**config.mk**
```make
export PLATFORM = sky130hd
export DESIGN_NAME = apc_pin_config_control
export DESIGN_NICKNAME = d
export VERILOG_FILES = /design/src/apc_pkg.sv /design/src/apc_chan_sampler.sv /design/src/apc_pin_config_control.sv
export SDC_FILE = /design/constraint.sdc
export NUM_CORES = 1
export LEC_CHECK = 0
export BUFFER_PORTS_ARGS = -buffer_cell sky130_fd_sc_hd__buf_2
export CORE_MARGIN = 8
export CORE_UTILIZATION = 35
export CTS_BUF_LIST = sky130_fd_sc_hd__clkbuf_4 sky130_fd_sc_hd__clkbuf_8
export DETAILED_ROUTE_END_ITERATION = 8
export PLACE_DENSITY = 0.63
export SLEW_MARGIN = 0
export SYNTH_ARGS = -nofsm -noshare
export SYNTH_HDL_FRONTEND = slang
export SYNTH_SLANG_ARGS = --single-unit
```
**constraint.sdc**
```tcl
create_clock -name clock -period 5.96 [get_ports clock]
set_input_delay 0.596 -clock clock [delete_from_list [all_inputs] [get_ports clock]]
set_output_delay 0.596 -clock clock [all_outputs]
set_load 0.05 [all_outputs]
```
**src/apc_pkg.sv**
```systemverilog
package apc_pkg;

    // ------------------------------------------------------------
    // clock and timing
    // ------------------------------------------------------------
    localparam int CLOCK_HZ       = 20_000_000;
    localparam int LOCK_TIME_NS   = 5000;
    localparam int NS_PER_S       = 1_000_000_000;
    localparam int LOCK_CYCLES    = (LOCK_TIME_NS * (CLOCK_HZ / 1_000_000) + 999) / 1000;
    localparam int LOCK_CNT_W     = 16;

    // ------------------------------------------------------------
    // sample words
    // ------------------------------------------------------------
    localparam int SAMPLE_W       = 12;

    // ------------------------------------------------------------
    // four-level strap encoding at the pin sense
    // ------------------------------------------------------------
    typedef enum logic [1:0] {
        APC_STRAP_AGND       = 2'h0,
        APC_STRAP_ONE_THIRD  = 2'h1,
        APC_STRAP_TWO_THIRDS = 2'h2,
        APC_STRAP_SUPPLY     = 2'h3
    } apc_strap_e;

    // ------------------------------------------------------------
    // effective configuration carrier
    // ------------------------------------------------------------
    typedef struct packed {
        logic format_twos;
        logic dcs_enable;
        logic power_down_chan_a;
        logic power_down_chan_b;
    } apc_cfg_s;

    localparam apc_cfg_s CFG_RESET = '{default: 1'b0};

    // ------------------------------------------------------------
    // timing loop states
    // ------------------------------------------------------------
    typedef enum logic [2:0] {
        APC_DLL_HOLD    = 3'h1,
        APC_DLL_LOCKING = 3'h2,
        APC_DLL_LOCKED  = 3'h4
    } apc_dll_e;

    // ------------------------------------------------------------
    // register map
    // ------------------------------------------------------------
    localparam logic [11:0] ADDR_CTRL   = 12'h000;
    localparam logic [11:0] ADDR_STATUS = 12'h004;
    localparam logic [11:0] ADDR_DATA   = 12'h008;
    localparam int APB_AW               = 12;

    localparam int CTRL_FORMAT_BIT  = 0;
    localparam int CTRL_DCS_BIT     = 1;
    localparam int CTRL_PD_A_BIT    = 2;
    localparam int CTRL_PD_B_BIT    = 3;

    localparam int STAT_LOCKED_BIT  = 0;
    localparam int STAT_FORMAT_BIT  = 1;
    localparam int STAT_DCS_BIT     = 2;
    localparam int STAT_PD_A_BIT    = 3;
    localparam int STAT_PD_B_BIT    = 4;
    localparam int STAT_SERIAL_BIT  = 5;

    localparam int DATA_A_LSB       = 0;
    localparam int DATA_B_LSB       = 16;

endpackage : apc_pkg

```
**src/apc_chan_sampler.sv**
```systemverilog
`timescale 1ns/10ps
module apc_chan_sampler #(
    parameter int WIDTH = apc_pkg::SAMPLE_W
) (
    // clock and reset
    input  wire logic             clock,
    input  wire logic             reset,
    // control
    input  wire logic             power_down,
    input  wire logic             format_twos,
    input  wire logic             dll_locked,
    // sample path
    input  wire logic [WIDTH-1:0] sample_in,
    output logic      [WIDTH-1:0] word_out,
    output logic                  valid_out
);

    logic [WIDTH-1:0] word_reg;
    logic [WIDTH-1:0] word_next;
    logic             valid_reg;
    logic             valid_next;

    always_comb
    begin
        word_next  = word_reg;
        valid_next = 1'b0;
        if (!power_down)
        begin
            // raw code is offset binary; flipping the msb gives two's complement
            word_next  = {sample_in[WIDTH-1] ^ format_twos, sample_in[WIDTH-2:0]};
            valid_next = dll_locked;
        end
    end

    always_ff @(posedge clock or posedge reset)
    begin
        if (reset)
        begin
            word_reg  <= '0;
            valid_reg <= 1'b0;
        end
        else
        begin
            word_reg  <= word_next;
            valid_reg <= valid_next;
        end
    end

    assign word_out  = word_reg;
    assign valid_out = valid_reg;

endmodule : apc_chan_sampler

```
**src/apc_pin_config_control.sv**
```systemverilog
`timescale 1ns/10ps
// Overview of operation
// - both channels are sampled at the rising edge of the conversion clock
// - timing loop relocks within several microseconds; data invalid until then
// - strap at supply: two's complement, no duty cycle stabiliser
// - strap at ground: offset binary, no duty cycle stabiliser
// - strap at two thirds: two's complement, stabiliser on
// - strap at one third: offset binary, stabiliser on
// - each channel enters power-down while its power-down input is high
// - serial configuration enable overrides strap and power-down inputs
// - serial bit clock held low while both channels are in power-down
module apc_pin_config_control #(
    parameter int LOCK_CYCLES = apc_pkg::LOCK_CYCLES,
    parameter int SAMPLE_W    = apc_pkg::SAMPLE_W
) (
    // clock and reset
    input  wire logic                        clock,
    input  wire logic                        reset,
    // static pins
    input  wire logic [1:0]                  format_stabilizer_select,
    input  wire logic                        power_down_chan_a,
    input  wire logic                        power_down_chan_b,
    input  wire logic                        serial_config_enable,
    input  wire logic                        timing_relock,
    // sample inputs
    input  wire logic [SAMPLE_W-1:0]         chan_a_sample,
    input  wire logic [SAMPLE_W-1:0]         chan_b_sample,
    // sample outputs
    output logic      [SAMPLE_W-1:0]         chan_a_word,
    output logic                             chan_a_valid,
    output logic      [SAMPLE_W-1:0]         chan_b_word,
    output logic                             chan_b_valid,
    // status pins
    output logic                             serial_bit_clock,
    output logic                             dcs_enable,
    output logic                             format_twos,
    output logic                             dll_locked,
    // apb slave
    input  wire logic                        psel,
    input  wire logic                        penable,
    input  wire logic                        pwrite,
    input  wire logic [apc_pkg::APB_AW-1:0]  paddr,
    input  wire logic [31:0]                 pwdata,
    output logic      [31:0]                 prdata,
    output logic                             pready,
    output logic                             pslverr
);

    // ------------------------------------------------------------
    // strap decode and effective configuration
    // ------------------------------------------------------------
    apc_pkg::apc_cfg_s strap_reg;
    apc_pkg::apc_cfg_s strap_next;
    apc_pkg::apc_cfg_s ctrl_reg;
    apc_pkg::apc_cfg_s ctrl_next;
    apc_pkg::apc_cfg_s eff_reg;
    apc_pkg::apc_cfg_s eff_next;
    always_comb
    begin
        // fields not set below keep the cleared default
        strap_next = apc_pkg::CFG_RESET;
        case (apc_pkg::apc_strap_e'(format_stabilizer_select))
            apc_pkg::APC_STRAP_SUPPLY:     strap_next.format_twos = 1'b1;
            apc_pkg::APC_STRAP_AGND:       strap_next.format_twos = 1'b0;
            apc_pkg::APC_STRAP_TWO_THIRDS:
            begin
                strap_next.format_twos = 1'b1;
                strap_next.dcs_enable  = 1'b1;
            end
            apc_pkg::APC_STRAP_ONE_THIRD:  strap_next.dcs_enable  = 1'b1;
            default:                       strap_next = apc_pkg::CFG_RESET;
        endcase
        strap_next.power_down_chan_a = power_down_chan_a;
        strap_next.power_down_chan_b = power_down_chan_b;
        // strap is one cycle behind the pins, so eff lags two cycles
        eff_next = serial_config_enable ? ctrl_reg : strap_reg;
    end

    always_ff @(posedge clock or posedge reset)
    begin
        if (reset)
        begin
            strap_reg <= apc_pkg::CFG_RESET;
            eff_reg   <= apc_pkg::CFG_RESET;
        end
        else
        begin
            strap_reg <= strap_next;
            eff_reg   <= eff_next;
        end
    end

    // ------------------------------------------------------------
    // timing loop lock tracking
    // ------------------------------------------------------------
    apc_pkg::apc_dll_e              dll_reg;
    apc_pkg::apc_dll_e              dll_next;
    logic [apc_pkg::LOCK_CNT_W-1:0] lock_cnt_reg;
    logic [apc_pkg::LOCK_CNT_W-1:0] lock_cnt_next;
    logic                           locked_reg;
    logic                           locked_next;
    localparam logic [apc_pkg::LOCK_CNT_W-1:0] LOCK_LAST = apc_pkg::LOCK_CNT_W'(LOCK_CYCLES - 1);
    always_comb
    begin
        dll_next      = dll_reg;
        lock_cnt_next = lock_cnt_reg;
        // relock held high keeps the loop out of lock whatever its state
        case (dll_reg)
            apc_pkg::APC_DLL_HOLD:
            begin
                lock_cnt_next = '0;
                if (!timing_relock)
                begin
                    dll_next = apc_pkg::APC_DLL_LOCKING;
                end
            end
            apc_pkg::APC_DLL_LOCKING:
            begin
                lock_cnt_next = lock_cnt_reg + 1'b1;
                if (timing_relock)
                begin
                    dll_next = apc_pkg::APC_DLL_HOLD;
                end
                else if (lock_cnt_reg == LOCK_LAST)
                begin
                    dll_next = apc_pkg::APC_DLL_LOCKED;
                end
            end
            apc_pkg::APC_DLL_LOCKED:
            begin
                lock_cnt_next = '0;
                if (timing_relock)
                begin
                    dll_next = apc_pkg::APC_DLL_HOLD;
                end
            end
            default:
            begin
                dll_next      = apc_pkg::APC_DLL_HOLD;
                lock_cnt_next = '0;
            end
        endcase
        locked_next = (dll_next == apc_pkg::APC_DLL_LOCKED);
    end

    always_ff @(posedge clock or posedge reset)
    begin
        if (reset)
        begin
            dll_reg      <= apc_pkg::APC_DLL_LOCKING;
            lock_cnt_reg <= '0;
            locked_reg   <= 1'b0;
        end
        else
        begin
            dll_reg      <= dll_next;
            lock_cnt_reg <= lock_cnt_next;
            locked_reg   <= locked_next;
        end
    end

    // ------------------------------------------------------------
    // channel samplers
    // ------------------------------------------------------------
    apc_chan_sampler #(.WIDTH(SAMPLE_W)) u_chan_a (
        .clock       (clock),
        .reset       (reset),
        .power_down  (eff_reg.power_down_chan_a),
        .format_twos (eff_reg.format_twos),
        .dll_locked  (locked_reg),
        .sample_in   (chan_a_sample),
        .word_out    (chan_a_word),
        .valid_out   (chan_a_valid)
    );

    apc_chan_sampler #(.WIDTH(SAMPLE_W)) u_chan_b (
        .clock       (clock),
        .reset       (reset),
        .power_down  (eff_reg.power_down_chan_b),
        .format_twos (eff_reg.format_twos),
        .dll_locked  (locked_reg),
        .sample_in   (chan_b_sample),
        .word_out    (chan_b_word),
        .valid_out   (chan_b_valid)
    );

    // ------------------------------------------------------------
    // serial bit clock and status pins
    // ------------------------------------------------------------
    logic sbc_reg;
    logic sbc_next;
    logic dcs_reg;
    logic fmt_reg;
    always_comb
    begin
        // device counts as powered down only with both channels down
        sbc_next = (eff_reg.power_down_chan_a && eff_reg.power_down_chan_b) ? 1'b0 : ~sbc_reg;
    end
    always_ff @(posedge clock or posedge reset)
    begin
        if (reset)
        begin
            sbc_reg <= 1'b0;
            dcs_reg <= 1'b0;
            fmt_reg <= 1'b0;
        end
        else
        begin
            sbc_reg <= sbc_next;
            dcs_reg <= eff_reg.dcs_enable;
            fmt_reg <= eff_reg.format_twos;
        end
    end

    // ------------------------------------------------------------
    // apb slave: no wait states, pready raised for the first access-phase cycle
    // ------------------------------------------------------------
    logic [31:0] rdata_reg;
    logic [31:0] rdata_next;
    logic        ready_reg;
    logic        ready_next;
    logic        err_reg;
    logic        err_next;
    logic        mapped;
    always_comb
    begin
        ctrl_next  = ctrl_reg;
        rdata_next = rdata_reg;
        ready_next = psel && !penable;
        err_next   = 1'b0;
        mapped     = (paddr == apc_pkg::ADDR_CTRL) || (paddr == apc_pkg::ADDR_STATUS) ||
                     (paddr == apc_pkg::ADDR_DATA);
        if (psel && !penable)
        begin
            err_next   = !mapped || (pwrite && paddr != apc_pkg::ADDR_CTRL);
            rdata_next = '0;
            if (!pwrite)
            begin
                case (paddr)
                    apc_pkg::ADDR_CTRL:
                    begin
                        rdata_next[apc_pkg::CTRL_FORMAT_BIT] = ctrl_reg.format_twos;
                        rdata_next[apc_pkg::CTRL_DCS_BIT]    = ctrl_reg.dcs_enable;
                        rdata_next[apc_pkg::CTRL_PD_A_BIT]   = ctrl_reg.power_down_chan_a;
                        rdata_next[apc_pkg::CTRL_PD_B_BIT]   = ctrl_reg.power_down_chan_b;
                    end
                    apc_pkg::ADDR_STATUS:
                    begin
                        rdata_next[apc_pkg::STAT_LOCKED_BIT] = locked_reg;
                        rdata_next[apc_pkg::STAT_FORMAT_BIT] = eff_reg.format_twos;
                        rdata_next[apc_pkg::STAT_DCS_BIT]    = eff_reg.dcs_enable;
                        rdata_next[apc_pkg::STAT_PD_A_BIT]   = eff_reg.power_down_chan_a;
                        rdata_next[apc_pkg::STAT_PD_B_BIT]   = eff_reg.power_down_chan_b;
                        rdata_next[apc_pkg::STAT_SERIAL_BIT] = serial_config_enable;
                    end
                    apc_pkg::ADDR_DATA:
                    begin
                        rdata_next[apc_pkg::DATA_A_LSB +: SAMPLE_W] = chan_a_word;
                        rdata_next[apc_pkg::DATA_B_LSB +: SAMPLE_W] = chan_b_word;
                    end
                    default: rdata_next = '0;
                endcase
            end
        end
        if (psel && penable && ready_reg && pwrite && paddr == apc_pkg::ADDR_CTRL)
        begin
            ctrl_next.format_twos       = pwdata[apc_pkg::CTRL_FORMAT_BIT];
            ctrl_next.dcs_enable        = pwdata[apc_pkg::CTRL_DCS_BIT];
            ctrl_next.power_down_chan_a = pwdata[apc_pkg::CTRL_PD_A_BIT];
            ctrl_next.power_down_chan_b = pwdata[apc_pkg::CTRL_PD_B_BIT];
        end
    end

    always_ff @(posedge clock or posedge reset)
    begin
        if (reset)
        begin
            ctrl_reg  <= apc_pkg::CFG_RESET;
            rdata_reg <= '0;
            ready_reg <= 1'b0;
            err_reg   <= 1'b0;
        end
        else
        begin
            ctrl_reg  <= ctrl_next;
            rdata_reg <= rdata_next;
            ready_reg <= ready_next;
            err_reg   <= err_next;
        end
    end

    assign serial_bit_clock = sbc_reg;
    assign dcs_enable       = dcs_reg;
    assign format_twos      = fmt_reg;
    assign dll_locked       = locked_reg;
    assign prdata           = rdata_reg;
    assign pready           = ready_reg;
    assign pslverr          = err_reg;
endmodule : apc_pin_config_control

```
# Word-level counts from Yosys, hierarchy flattened
# Index checks and enable logic that the tools add are counted.
[word_totals] regBits=95 output_inout_bits=64 word_cells=73
[op_classes] n_addsub=1 eq_ne=10 n_mux=18 bitwise=3 reduce_logical=16
[ops] op="2-to-1 mux 28 bit" count=1
[ops] op="adder 16 x 1 -> 16 bit (second input constant)" count=1
[ops] op="equality test 16 x 7 -> 1 bit (second input constant)" count=1
[ops] op="2-to-1 mux 16 bit" count=1
[ops] op="equality test 12 x 3 -> 1 bit (second input constant)" count=1
[ops] op="equality test 12 x 4 -> 1 bit (second input constant)" count=1
[ops] op="logical NOT 12 bit" count=1
[ops] op="2-to-1 mux 12 bit" count=1
[ops] op="2-to-1 mux 3 bit" count=4
[ops] op="one-hot mux 4 bit (3 select lines)" count=1
[ops] op="nonzero test 12 bit" count=1
[ops] op="one-hot mux 3 bit (3 select lines)" count=1
[ops] op="logical AND 1 bit" count=7
[ops] op="equality test 3 bit (second input constant)" count=2
[ops] op="2-to-1 mux 1 bit" count=6
[ops] op="2-to-1 mux 6 bit" count=1
[ops] op="equality test 2 bit (second input constant)" count=2
[ops] op="2-to-1 mux 4 bit" count=1
[ops] op="one-hot mux 2 bit (2 select lines)" count=1
[ops] op="OR reduction 2 bit" count=2
[ops] op="equality test 3 x 1 -> 1 bit (second input constant)" count=1
[ops] op="equality test 3 x 2 -> 1 bit (second input constant)" count=1
[ops] op="logical OR 1 bit" count=3
[ops] op="equality test 2 x 1 -> 1 bit (second input constant)" count=1
[ops] op="other kinds (3)" count=5

# Logic depth before layout (Yosys ltp)
# Gate-level depths: netlist of the first run.
[logic_depth] depth_word=6 mapped_depth=7 depth_no_buf=5

# Cells and area by module
# From an unflattened synthesis of the first run, not the netlist that was laid out.
[unflattened] hier_cells=278 area_unflattened_um2=3628.5
[by_module_without_submodules] mod="apc_pin_config_control" instances=1 cells_per_inst=218 area_each_um2=2647.5 seq_area_each_um2=1527.7
[by_module_without_submodules] mod="apc_chan_sampler" instances=2 cells_per_inst=30 area_each_um2=490.5 seq_area_each_um2=325.3

# Worst setup path before layout of the first run
# OpenSTA, ideal clock, no wires.
[synth_path] path_type="input port to flip-flop" start="input port paddr[5] (netlist name)" end="register ctrl_reg[0] (netlist name)" setup_ps=125 t_arrival_ps=1730 required_ps=5835 setup_slack_ps=4106 cell_stages=4 path_cell_list="nor4_1 -> nand3_1 -> nor4_4 -> mux2_2"
[synth_between] elab_chain_len=2
[synth_rtl] element="start: declaration" line="apc_pin_config_control.sv:42" rtl="input wire logic [apc_pkg::APB_AW-1:0] paddr,"
[synth_rtl] element="logical NOT 12 bit" line="apc_pin_config_control.sv:265" rtl="if (psel && penable && ready_reg && pwrite && paddr == apc_pkg::ADDR_CTRL)"
[synth_rtl] element="logical AND 1 bit" line="apc_pin_config_control.sv:265"
[synth_rtl] element="end signal: assignment" line="apc_pin_config_control.sv:278" rtl="ctrl_reg <= apc_pkg::CFG_RESET;"
[synth_rtl] element="end signal: assignment" line="apc_pin_config_control.sv:285" rtl="ctrl_reg <= ctrl_next;"
[synth_rtl] element="end: declaration" line="apc_pin_config_control.sv:54" rtl="apc_pkg::apc_cfg_s ctrl_reg;"
# No other way between the ends.
# A chain may end at the register's enable or synchronous reset.

# Final worst setup path of the first run
[layout_path] start="register lock_cnt_reg[0] (netlist name)" end="register dll_reg[2]"
[layout_between] elab_chain_len=4
[layout_rtl] element="start: declaration" line="apc_pin_config_control.sv:98" rtl="logic [apc_pkg::LOCK_CNT_W-1:0] lock_cnt_reg;"
[layout_rtl] element="start signal: assignment" line="apc_pin_config_control.sv:157" rtl="lock_cnt_reg <= lock_cnt_next;"
[layout_rtl] element="equality test 16 x 7 -> 1 bit" line="apc_pin_config_control.sv:124" rtl="else if (lock_cnt_reg == LOCK_LAST)"
[layout_rtl] element="2-to-1 mux 3 bit" line="apc_pin_config_control.sv:124"
[layout_rtl] element="2-to-1 mux 3 bit" line="apc_pin_config_control.sv:120" rtl="if (timing_relock)"
[layout_rtl] element="one-hot mux 3 bit (3 select lines)" line="apc_pin_config_control.sv:108" rtl="case (dll_reg)"
[layout_rtl] element="named net dll_next[2]" line="apc_pin_config_control.sv:97" rtl="apc_pkg::apc_dll_e dll_next;"
[layout_rtl] element="end signal: assignment" line="apc_pin_config_control.sv:150" rtl="dll_reg <= apc_pkg::APC_DLL_LOCKING;"
[layout_rtl] element="end signal: assignment" line="apc_pin_config_control.sv:156" rtl="dll_reg <= dll_next;"
[layout_rtl] element="end: declaration" line="apc_pin_config_control.sv:96" rtl="apc_pkg::apc_dll_e dll_reg;"
# The timed path passes the listed nets, and every way through them passes these cells.

==> impl_metrics.toml, run 1 <==
[timing]
relSlewSlack_pct = 25.4
fin_crit_ps = 1790
maxSlewViolCount = 0
tns_ps = 0
fin_skew_ps = 12.9
finalHoldViolCount = 0
max_slew.worst_pin.slew_ps = 1120
max_freq_ghz = 0.558
rsz0062_at_grt = "false"
holdWs_ps = 346
period_share_pct = 30.1
setup_viol = 0

[detailed_routing]
route.vias.total = 2497
drc_errors = 0
post_drt_wl_per_cell_um = 16.2
antenna_left = 0
drtPass1Iterations = 4
via_per_inst = 4.77
routed_wl_mm = 8.45
drtIter0Drc = 138

[synthesis]
syn_avg_cell_area_um2 = 13.1
synthAdderAreaFrac_pct = 1.31
ys_types = 44
synth_top_family_by_area = "simple AND/OR/NAND/NOR gates"
yosys.area.top_type = "dfrtp_1"
netlist_area_um2 = 3630
synthXorXnorAreaFrac_pct = 3.38
synthMuxAreaShare_pct = 10.4
postSynthCellCount = 277
synth_edf_count = 0
synth_top_area_share_pct = 59.3
yosys_warnings = 0
synthTopCellsByArea = "dfrtp_1 (59%), mux2_2 (9.3%), a22o_1 (6.3%)"
ys_seq_area_share_pct = 60.1
synthSimpleGateAreaFrac_pct = 11.4
synthArstFlopShare_pct = 100
ys.flop_type = "dfrtp_1"
synth_compound_area_share_pct = 8.90
ys_seq_elements = 87

[worst_setup_path]
crit_path_start_kind = "flip-flop"
required_ps = 6210
crit_fanout = 4
cp_slowest_cell = "or3b_1"
cp_slowest_stage_delay_ps = 410
critical_path_class = "flip-flop to flip-flop"
cp_cell_sequence = "ha_1 -> nor4b_2 -> nand4_1 -> or3b_1 -> a211oi_1"
critPathArrivalTime_ps = 2040
endpoint_kind = "flip-flop"

[job]
maxCapViolations = 0

[global_routing]
grt_pass1_vias = 2634
antenna_found_initial = 0
grt_usage_pct = 12.4
overflow = 0
grt_pass1_wl_mm = 14.0
grt_max_degree = 88

[final_layout]
antennaDiodeCount = 0
final_util_pct = 43.4
largest_reg_flops = 24
design_area_um2 = 4420
instances_no_fill = 523
area_growth_pct = 21.9
drive_above_1_share_pct = 41.9
nets = 464

[status]
status = "finished, final reports clean"

[cts]
clkSinkCount = 87
cts_root_buf = "clkbuf_8"
cts_htree_levels = 3
cts_buffers = 9
clkSlewWorstSetupHoldPaths_ps = 90
post_cts_buffers = 0
cts_buffer_depth = 2
cts_tree = "built"
cts_resized = 0
postCtsHoldBufs = 0
clk_latency_ps = 350

[pwr]
combPwrFrac_pct = 13.6
seqPwrFrac_pct = 52.2
p_leak_nw = 2.17
switchingPower_mw = 0.355
irDropWorstVdd_v = 0.0000923
clkPwrFrac_pct = 34.2
swShare_pct = 29.2
cellInternalPower_mw = 0.861
power.density_nw_per_um2 = 275

[floorplan]
ioPinCount = 143
rows = 37
core_area_um2 = 10200
start_util_pct = 35.6
die-area_um2 = 13900
die-width_um = 118
fp.dieH_um = 118

[placed_design]
gp_congestion = 0.758
place_inst = 507
io_buffers = 106
hpwl_mm = 6.13
place_area_um2 = 4220

[worst_hold_path]
hold_path.class = "input port to flip-flop"
area by class of cell:
cell class                 instances  area (um^2)
inverter                           5         20.0
sequential                        87         2180
clock buffer                      10          131
fill                             985         5760
clock inverter                     6         67.6
multi-input combinational        172         1320
tap                              136          170
timing repair buffer             107          538
power groups by stage:
| stage | sequential [mW] | clock, mW | combinational [mW] |
|---|---|---|---|
| after floorplan | 0.702 | 0 | 0.0625 |
| after global placement | 0.646 | 0 | 0.166 |
| after detailed placement | 0.647 | 0 | 0.168 |
| after CTS | 0.635 | 0.427 | 0.168 |
| after global routing | 0.639 | 0.450 | 0.177 |
| final | 0.635 | 0.416 | 0.166 |
layer usage:
metal	global-route usage (%)	vias to the layer above	part of all wire (%)
met1	15.7	1227	45
li1	-	1181	-
met5	0	-	0
met4	4.64	0	1.2
met2	19.4	81	47
met3	3.93	8	6.6
cell families after synthesis:
| logic type | Yosys count |
|---|---|
| AO/OA/AOI/OAI | 43 |
| XOR/XNOR | 14 |
| adder cells (fa/ha/maj) | 4 |
| buffers and inverters | 25 |
| flip-flops | 87 |
| multiplexers | 34 |
| other | 1 |
| AND/OR/NAND/NOR | 69 |
layout by cell type, fill, tap and decap left out, drive strengths merged, types with 2 or more instances in the layout:
| cell | count |
|---|---|
| a22o | 26 |
| a21oi | 4 |
| nor2 | 16 |
| nand2 | 11 |
| inv | 6 |
| o21ai | 9 |
| mux2 | 30 |
| nand4 | 7 |
| nand2b | 4 |
| clkinv | 2 |
| a211oi | 3 |
| dfrtp | 86 |
| nand3 | 5 |
| and4 | 5 |
| nor4 | 4 |
| nor2b | 4 |
| clkinvlp | 2 |
| conb | 8 |
| xor2 | 10 |
| mux2i | 4 |
| xnor2 | 4 |
| and2 | 2 |
| ha | 3 |
| clkbuf | 10 |
| or3 | 3 |
| buf | 107 |
per-stage QoR:
step | total power [mW] | setup slack, ps
6_report | 1.22 | 4170
5_1_grt | 1.27 | 4010
4_1_cts | 1.23 | 4170
3_5_place_dp | 0.815 | 3840
3_3_place_gp | 0.812 | 3830
2_1_floorplan | 0.764 | 3120
final timing paths:
check                                       start          endpoint  slack (ps)  cells after the start
worst min register to register         eff_reg[2]        dcs_enable         400                      0
max in group asynchronous                   reset       format_twos        4680                      3
worst min-delay path            power_down_chan_a      strap_reg[1]         350                      1
min in group asynchronous                   reset  serial_bit_clock         560                      3
worst max register to register    lock_cnt_reg[0]        dll_reg[2]        4170                      5
worst max-delay path              lock_cnt_reg[0]        dll_reg[2]        4170                      5
synthesized netlist by cell type, drive strengths merged (2+ instances only):
library cell / number
nand4: 7
dfrtp: 86
and4: 5
a21oi: 4
xnor2: 4
nor2b: 4
nor4: 4
xor2: 10
inv: 5
nand2b: 4
ha: 3
o21ai: 9
buf: 13
or3: 3
a22o: 26
clkbuf: 7
nand2: 11
nor2: 16
a211oi: 3
mux2: 30
and2: 2
mux2i: 4
nand3: 5
critical path: cells and delay by family, from the launching register on:
family / cells / cell delay (ps)
AOI/OAI and AO/OA: 1 / 270
adders and majority gates: 1 / 230
DFF: 1 / 390
and+or+nand+nor: 3 / 800
Power figures use the tool's default switching activity.
==> run 2, diff against run 1 <==
PLACE_DENSITY = 0.65   (was 0.63)
clock period = 1.5 ns   (was 5.96 ns; I/O delays follow)
==> impl_metrics.toml, run 2 (synthesized netlist as in run 1, its figures left out) <==
[global_routing]
use_met3_pct = 4.99
grt_pass1_vias = 2677
overflow = 0
met2_usage_pct = 19.1
antenna_found_initial = 0
grt_pass1_wl_mm = 13.7
grt_busiest_layer = "met2"
grt_max_degree = 88
grt_use_met1_pct = 15.0
grt_usage_pct = 12.2

[timing]
finalHoldViolCount = 0
fin_crit_ps = 1650
holdWs_ps = 20.9
maxSlewViolCount = 0
tns_ps = -268
max_slew.worst_pin.slew_ps = 625
setup_slack_ps = -148
relSlewSlack_pct = 58.3
fin_skew_ps = 8.06
max_freq_ghz = 0.607
rsz0062_at_grt = "true"
setup_viol = 5
period_share_pct = 110

[final_layout]
mostFrequentLayoutCells = "buf_2 (106), dfrtp_1 (85), mux2_2 (30)"
n_fill_cell = 919
nets = 491
largest_reg_flops = 24
drive_above_1_share_pct = 46.9
antennaDiodeCount = 0
area_growth_pct = 28.9
design_area_um2 = 4680
instances_no_fill = 550
final_util_pct = 45.9
final_common_cell = "buf_2"

[pwr]
finalPower_mw = 4.64
swShare_pct = 29.3
p_leak_nw = 2.31
switchingPower_mw = 1.36
seqPwrFrac_pct = 54.4
combPwrFrac_pct = 14.9
cellInternalPower_mw = 3.28
power.density_nw_per_um2 = 992
irDropWorstVdd_v = 0.000367
clkPwrFrac_pct = 30.7

[worst_setup_path]
critPathArrivalTime_ps = 1920
cp_slowest_cell = "or3b_4"
crit_fanout = 2
critical_path_class = "flip-flop to flip-flop"
cp_slowest_stage_delay_ps = 430
crit_path_start_kind = "flip-flop"
startpoint = "lock_cnt_reg[1]"
required_ps = 1770
endpoint_kind = "flip-flop"
cp_top_family = "simple AND/OR/NAND/NOR gates"
regToRegStartpoint = "lock_cnt_reg[1]"
path_buf_inv = 0
cp_cell_sequence = "ha_2 -> nor4b_4 -> nand4_1 -> or3b_4 -> a211oi_2"

[placed_design]
hpwl_mm = 6.23
place_area_um2 = 4410
pre_cts_ws_ps = -207
io_buffers = 106
gp_congestion = 0.815
place_inst = 528

[detailed_routing]
via_per_inst = 4.70
antenna_left = 0
drtIter0Drc = 111
drc_errors = 0
routed_wl_mm = 8.43
route.vias.total = 2585
drtPass1Iterations = 4
post_drt_wl_per_cell_um = 15.3

[cts]
cts_buffers = 9
cts_buffer_depth = 2
clkSlewWorstSetupHoldPaths_ps = 80
cts_tree = "built"
clk_latency_ps = 350
cts_htree_levels = 3
clkSinkCount = 87
cts_root_buf = "clkbuf_8"

[floorplan]
rows = 37
die-width_um = 118
start_util_pct = 35.6
fp.dieH_um = 118
die-area_um2 = 13900
ioPinCount = 143
core_area_um2 = 10200

[worst_hold_path]
hp-start = "chan_a_sample[9]"
hold_path.class = "input port to flip-flop"

[status]
violations = "setup timing"
status = "finished, violations left"

[job]
maxCapViolations = 0
==> run 2: timing repair <==
action                     4_1_cts  5_1_grt
resized for setup                5        6
setup buffers                    1        0
gates cloned                     0        0
hold buffers                     4        1
hold endpoints to repair        90        1
pin swaps                        4        3
setup endpoints to repair        5        7
==> run 2: power groups by stage <==
stage               combinational (mW)  sequential [mW]  clock, mW
floorplan                        0.249             2.79          0
global placement                 0.683             2.57          0
detailed placement               0.687             2.57          0
CTS                              0.697             2.52       1.47
global route                     0.740             2.54       1.57
finish                           0.691             2.52       1.42
==> run 2: final timing paths <==
path                       depth (start not counted)                    to  slack, ps
min in group asynchronous                          4  u_chan_a.word_out[8]        460
hold / removal                                     2  u_chan_a.word_out[9]         20
setup reg to reg                                   5            dll_locked       -150
max in group asynchronous                          4            dll_reg[1]        670
hold reg to reg                                    0            dcs_enable        390
setup / recovery                                   5            dll_locked       -150
==> run 2: area by class of cell <==
type / count / area (um^2) / share of cell area, %
clock buffers: 11 / 139 / 2.97
flip-flops and latches: 87 / 2180 / 46.6
multi-input cells: 172 / 1360 / 29.1
repair buffers: 134 / 778 / 16.6
clock inverters: 5 / 27.5 / 0.589
inverters: 5 / 22.5 / 0.482
well taps: 136 / 170 / 3.64
==> run 2: worst reg2reg max path, cell delays in order (launching register included) <==
cell      delay, ps
dfrtp_1         380
ha_2            190
nor4b_4         170
nand4_1         170
or3b_4          430
a211oi_2        230
==> run 2: routing by layer <==
layer  vias to the layer above  part of all wire [%]
li1                       1234                     -
met1                      1267                    45
met2                        78                    47
met3                         6                   7.2
met4                         0                  0.94
met5                         -                     0
==> run 3, diff against run 2 <==
GPL_TIMING_DRIVEN = 0   (was not set)
==> impl_metrics.toml, run 3 (synthesized netlist as in run 1, its figures left out) <==
[cts]
cts_htree_levels = 3
cts_root_buf = "clkbuf_8"
cts_buffer_depth = 2
clkSinkCount = 87
clkSlewWorstSetupHoldPaths_ps = 100
cts_tree = "built"
clk_latency_ps = 360
cts_buffers = 9

[placed_design]
gp_congestion = 0.791
io_buffers = 105
place_area_um2 = 4400
hpwl_mm = 6.43
pre_cts_ws_ps = -204

[worst_setup_path]
reg2reg_slack_ps = -110
crit_path_start_kind = "flip-flop"
cp_slowest_stage_delay_ps = 430
cp_slowest_cell = "dfrtp_1"
cp_cell_sequence = "buf_4 -> nor4b_4 -> nand4_1 -> or3b_4 -> a211oi_2"
crit_fanout = 3
critPathArrivalTime_ps = 1880
path_buf_inv = 1
critical_path_class = "flip-flop to flip-flop"
required_ps = 1770
endpoint_kind = "flip-flop"
cp_top_family = "simple AND/OR/NAND/NOR gates"

[pwr]
clkPwrFrac_pct = 31.6
combPwrFrac_pct = 15.3
swShare_pct = 30.7
irDropWorstVdd_v = 0.000375
finalPower_mw = 4.73
cellInternalPower_mw = 3.28
power.density_nw_per_um2 = 989
switchingPower_mw = 1.45
seqPwrFrac_pct = 53.1
p_leak_nw = 2.33

[global_routing]
grt_pass1_wl_mm = 14.1
grt_usage_pct = 12.5
grt_max_degree = 41
grt_pass1_vias = 2757
antenna_found_initial = 0
overflow = 0

[timing]
rsz0062_at_grt = "true"
setup_viol = 5
tns_ps = -356
maxSlewViolCount = 0
setup_slack_ps = -110
period_share_pct = 107
fin_crit_ps = 1610
finalHoldViolCount = 0
max_freq_ghz = 0.621
relSlewSlack_pct = 66.7
max_slew.worst_pin.slew_ps = 499
fin_skew_ps = 13.5

[final_layout]
mostFrequentLayoutCells = "buf_2 (107), dfrtp_1 (80), mux2_2 (30)"
antennaDiodeCount = 0
final_common_cell = "buf_2"
area_growth_pct = 32.0
n_fill_cell = 976
drive_above_1_share_pct = 49.1
nets = 499
design_area_um2 = 4790
largest_reg_flops = 24

[detailed_routing]
route.vias.total = 2618
drc_errors = 0
antenna_left = 0
post_drt_wl_per_cell_um = 15.6
routed_wl_mm = 8.73
drtIter0Drc = 139
drtPass1Iterations = 4
via_per_inst = 4.69

[job]
maxCapViolations = 0

[status]
status = "finished, violations left"
violations = "setup timing"

[floorplan]
core_area_um2 = 10200
die-area_um2 = 13900
die-width_um = 118
rows = 37
fp.dieH_um = 118
ioPinCount = 143
start_util_pct = 35.6

[worst_hold_path]
hold_path.class = "input port to flip-flop"
[run 3: final cells by class]
cell class                      count  area, um^2  area share, %
Sequential cell                    87        2190           45.6
Multi-Input combinational cell    172        1380           28.9
Timing Repair Buffer              124         709           14.8
Tap cell                          136         170           3.55
Buffer                             18         138           2.87
Clock buffer                        9         124           2.59
Clock inverter                      7        56.3           1.18
Inverter                            5        22.5          0.470
[run 3: metal layers]
layer | track usage, % | up-vias | part of all wire [%]
met2 | 20.1 | 77 | 48
met4 | 5.28 | 0 | 1.4
li1 | - | 1258 | -
met3 | 3.93 | 12 | 6.1
met5 | 0 | - | 0
met1 | 15.2 | 1271 | 45
[run 3: worst reg2reg max path: stages, from the launching register on]
cell and delay [ps]:
dfrtp_1 430, buf_4 160, nor4b_4 210, nand4_1 140
or3b_4 410, a211oi_2 180
[run 3: worst paths after layout]
path / start / end / cells past startpoint
worst max-delay path: lock_cnt_reg[8] / dll_locked / 5
worst max register to register: lock_cnt_reg[8] / dll_locked / 5
min in group asynchronous: reset / u_chan_a.word_out[10] / 3
max in group asynchronous: reset / pready / 5
worst min register to register: eff_reg[2] / dcs_enable / 0
worst min-delay path: chan_a_sample[10] / u_chan_a.word_out[10] / 2
[run 3: what timing repair did]
action | 4_1_cts | 5_1_grt
hold endpoints to repair | 19 | 0
endpoints found under the setup margin | 18 | 21
pin swaps | 5 | 9
gates resized for setup | 15 | 10
buffers inserted | 6 | 6
hold buffers | 5 | 0
[run 3: power by group through the flow]
stage / registers [mW] / logic (mW) / clock network [mW]
2_1_floorplan: 2.79 / 0.249 / 0
3_3_place_gp: 2.55 / 0.702 / 0
3_5_place_dp: 2.55 / 0.719 / 0
4_1_cts: 2.51 / 0.731 / 1.53
5_1_grt: 2.53 / 0.778 / 1.64
6_report: 2.51 / 0.723 / 1.50
[run 3: stage by stage]
step	instances	utilization, %	hold WS, ps
floorplan	284	-	181
global placement	525	42.8	261
detailed placement	527	43.2	154
CTS	553	46.4	3.67
global route	558	47.0	6.91
finish	558	47.0	14.9
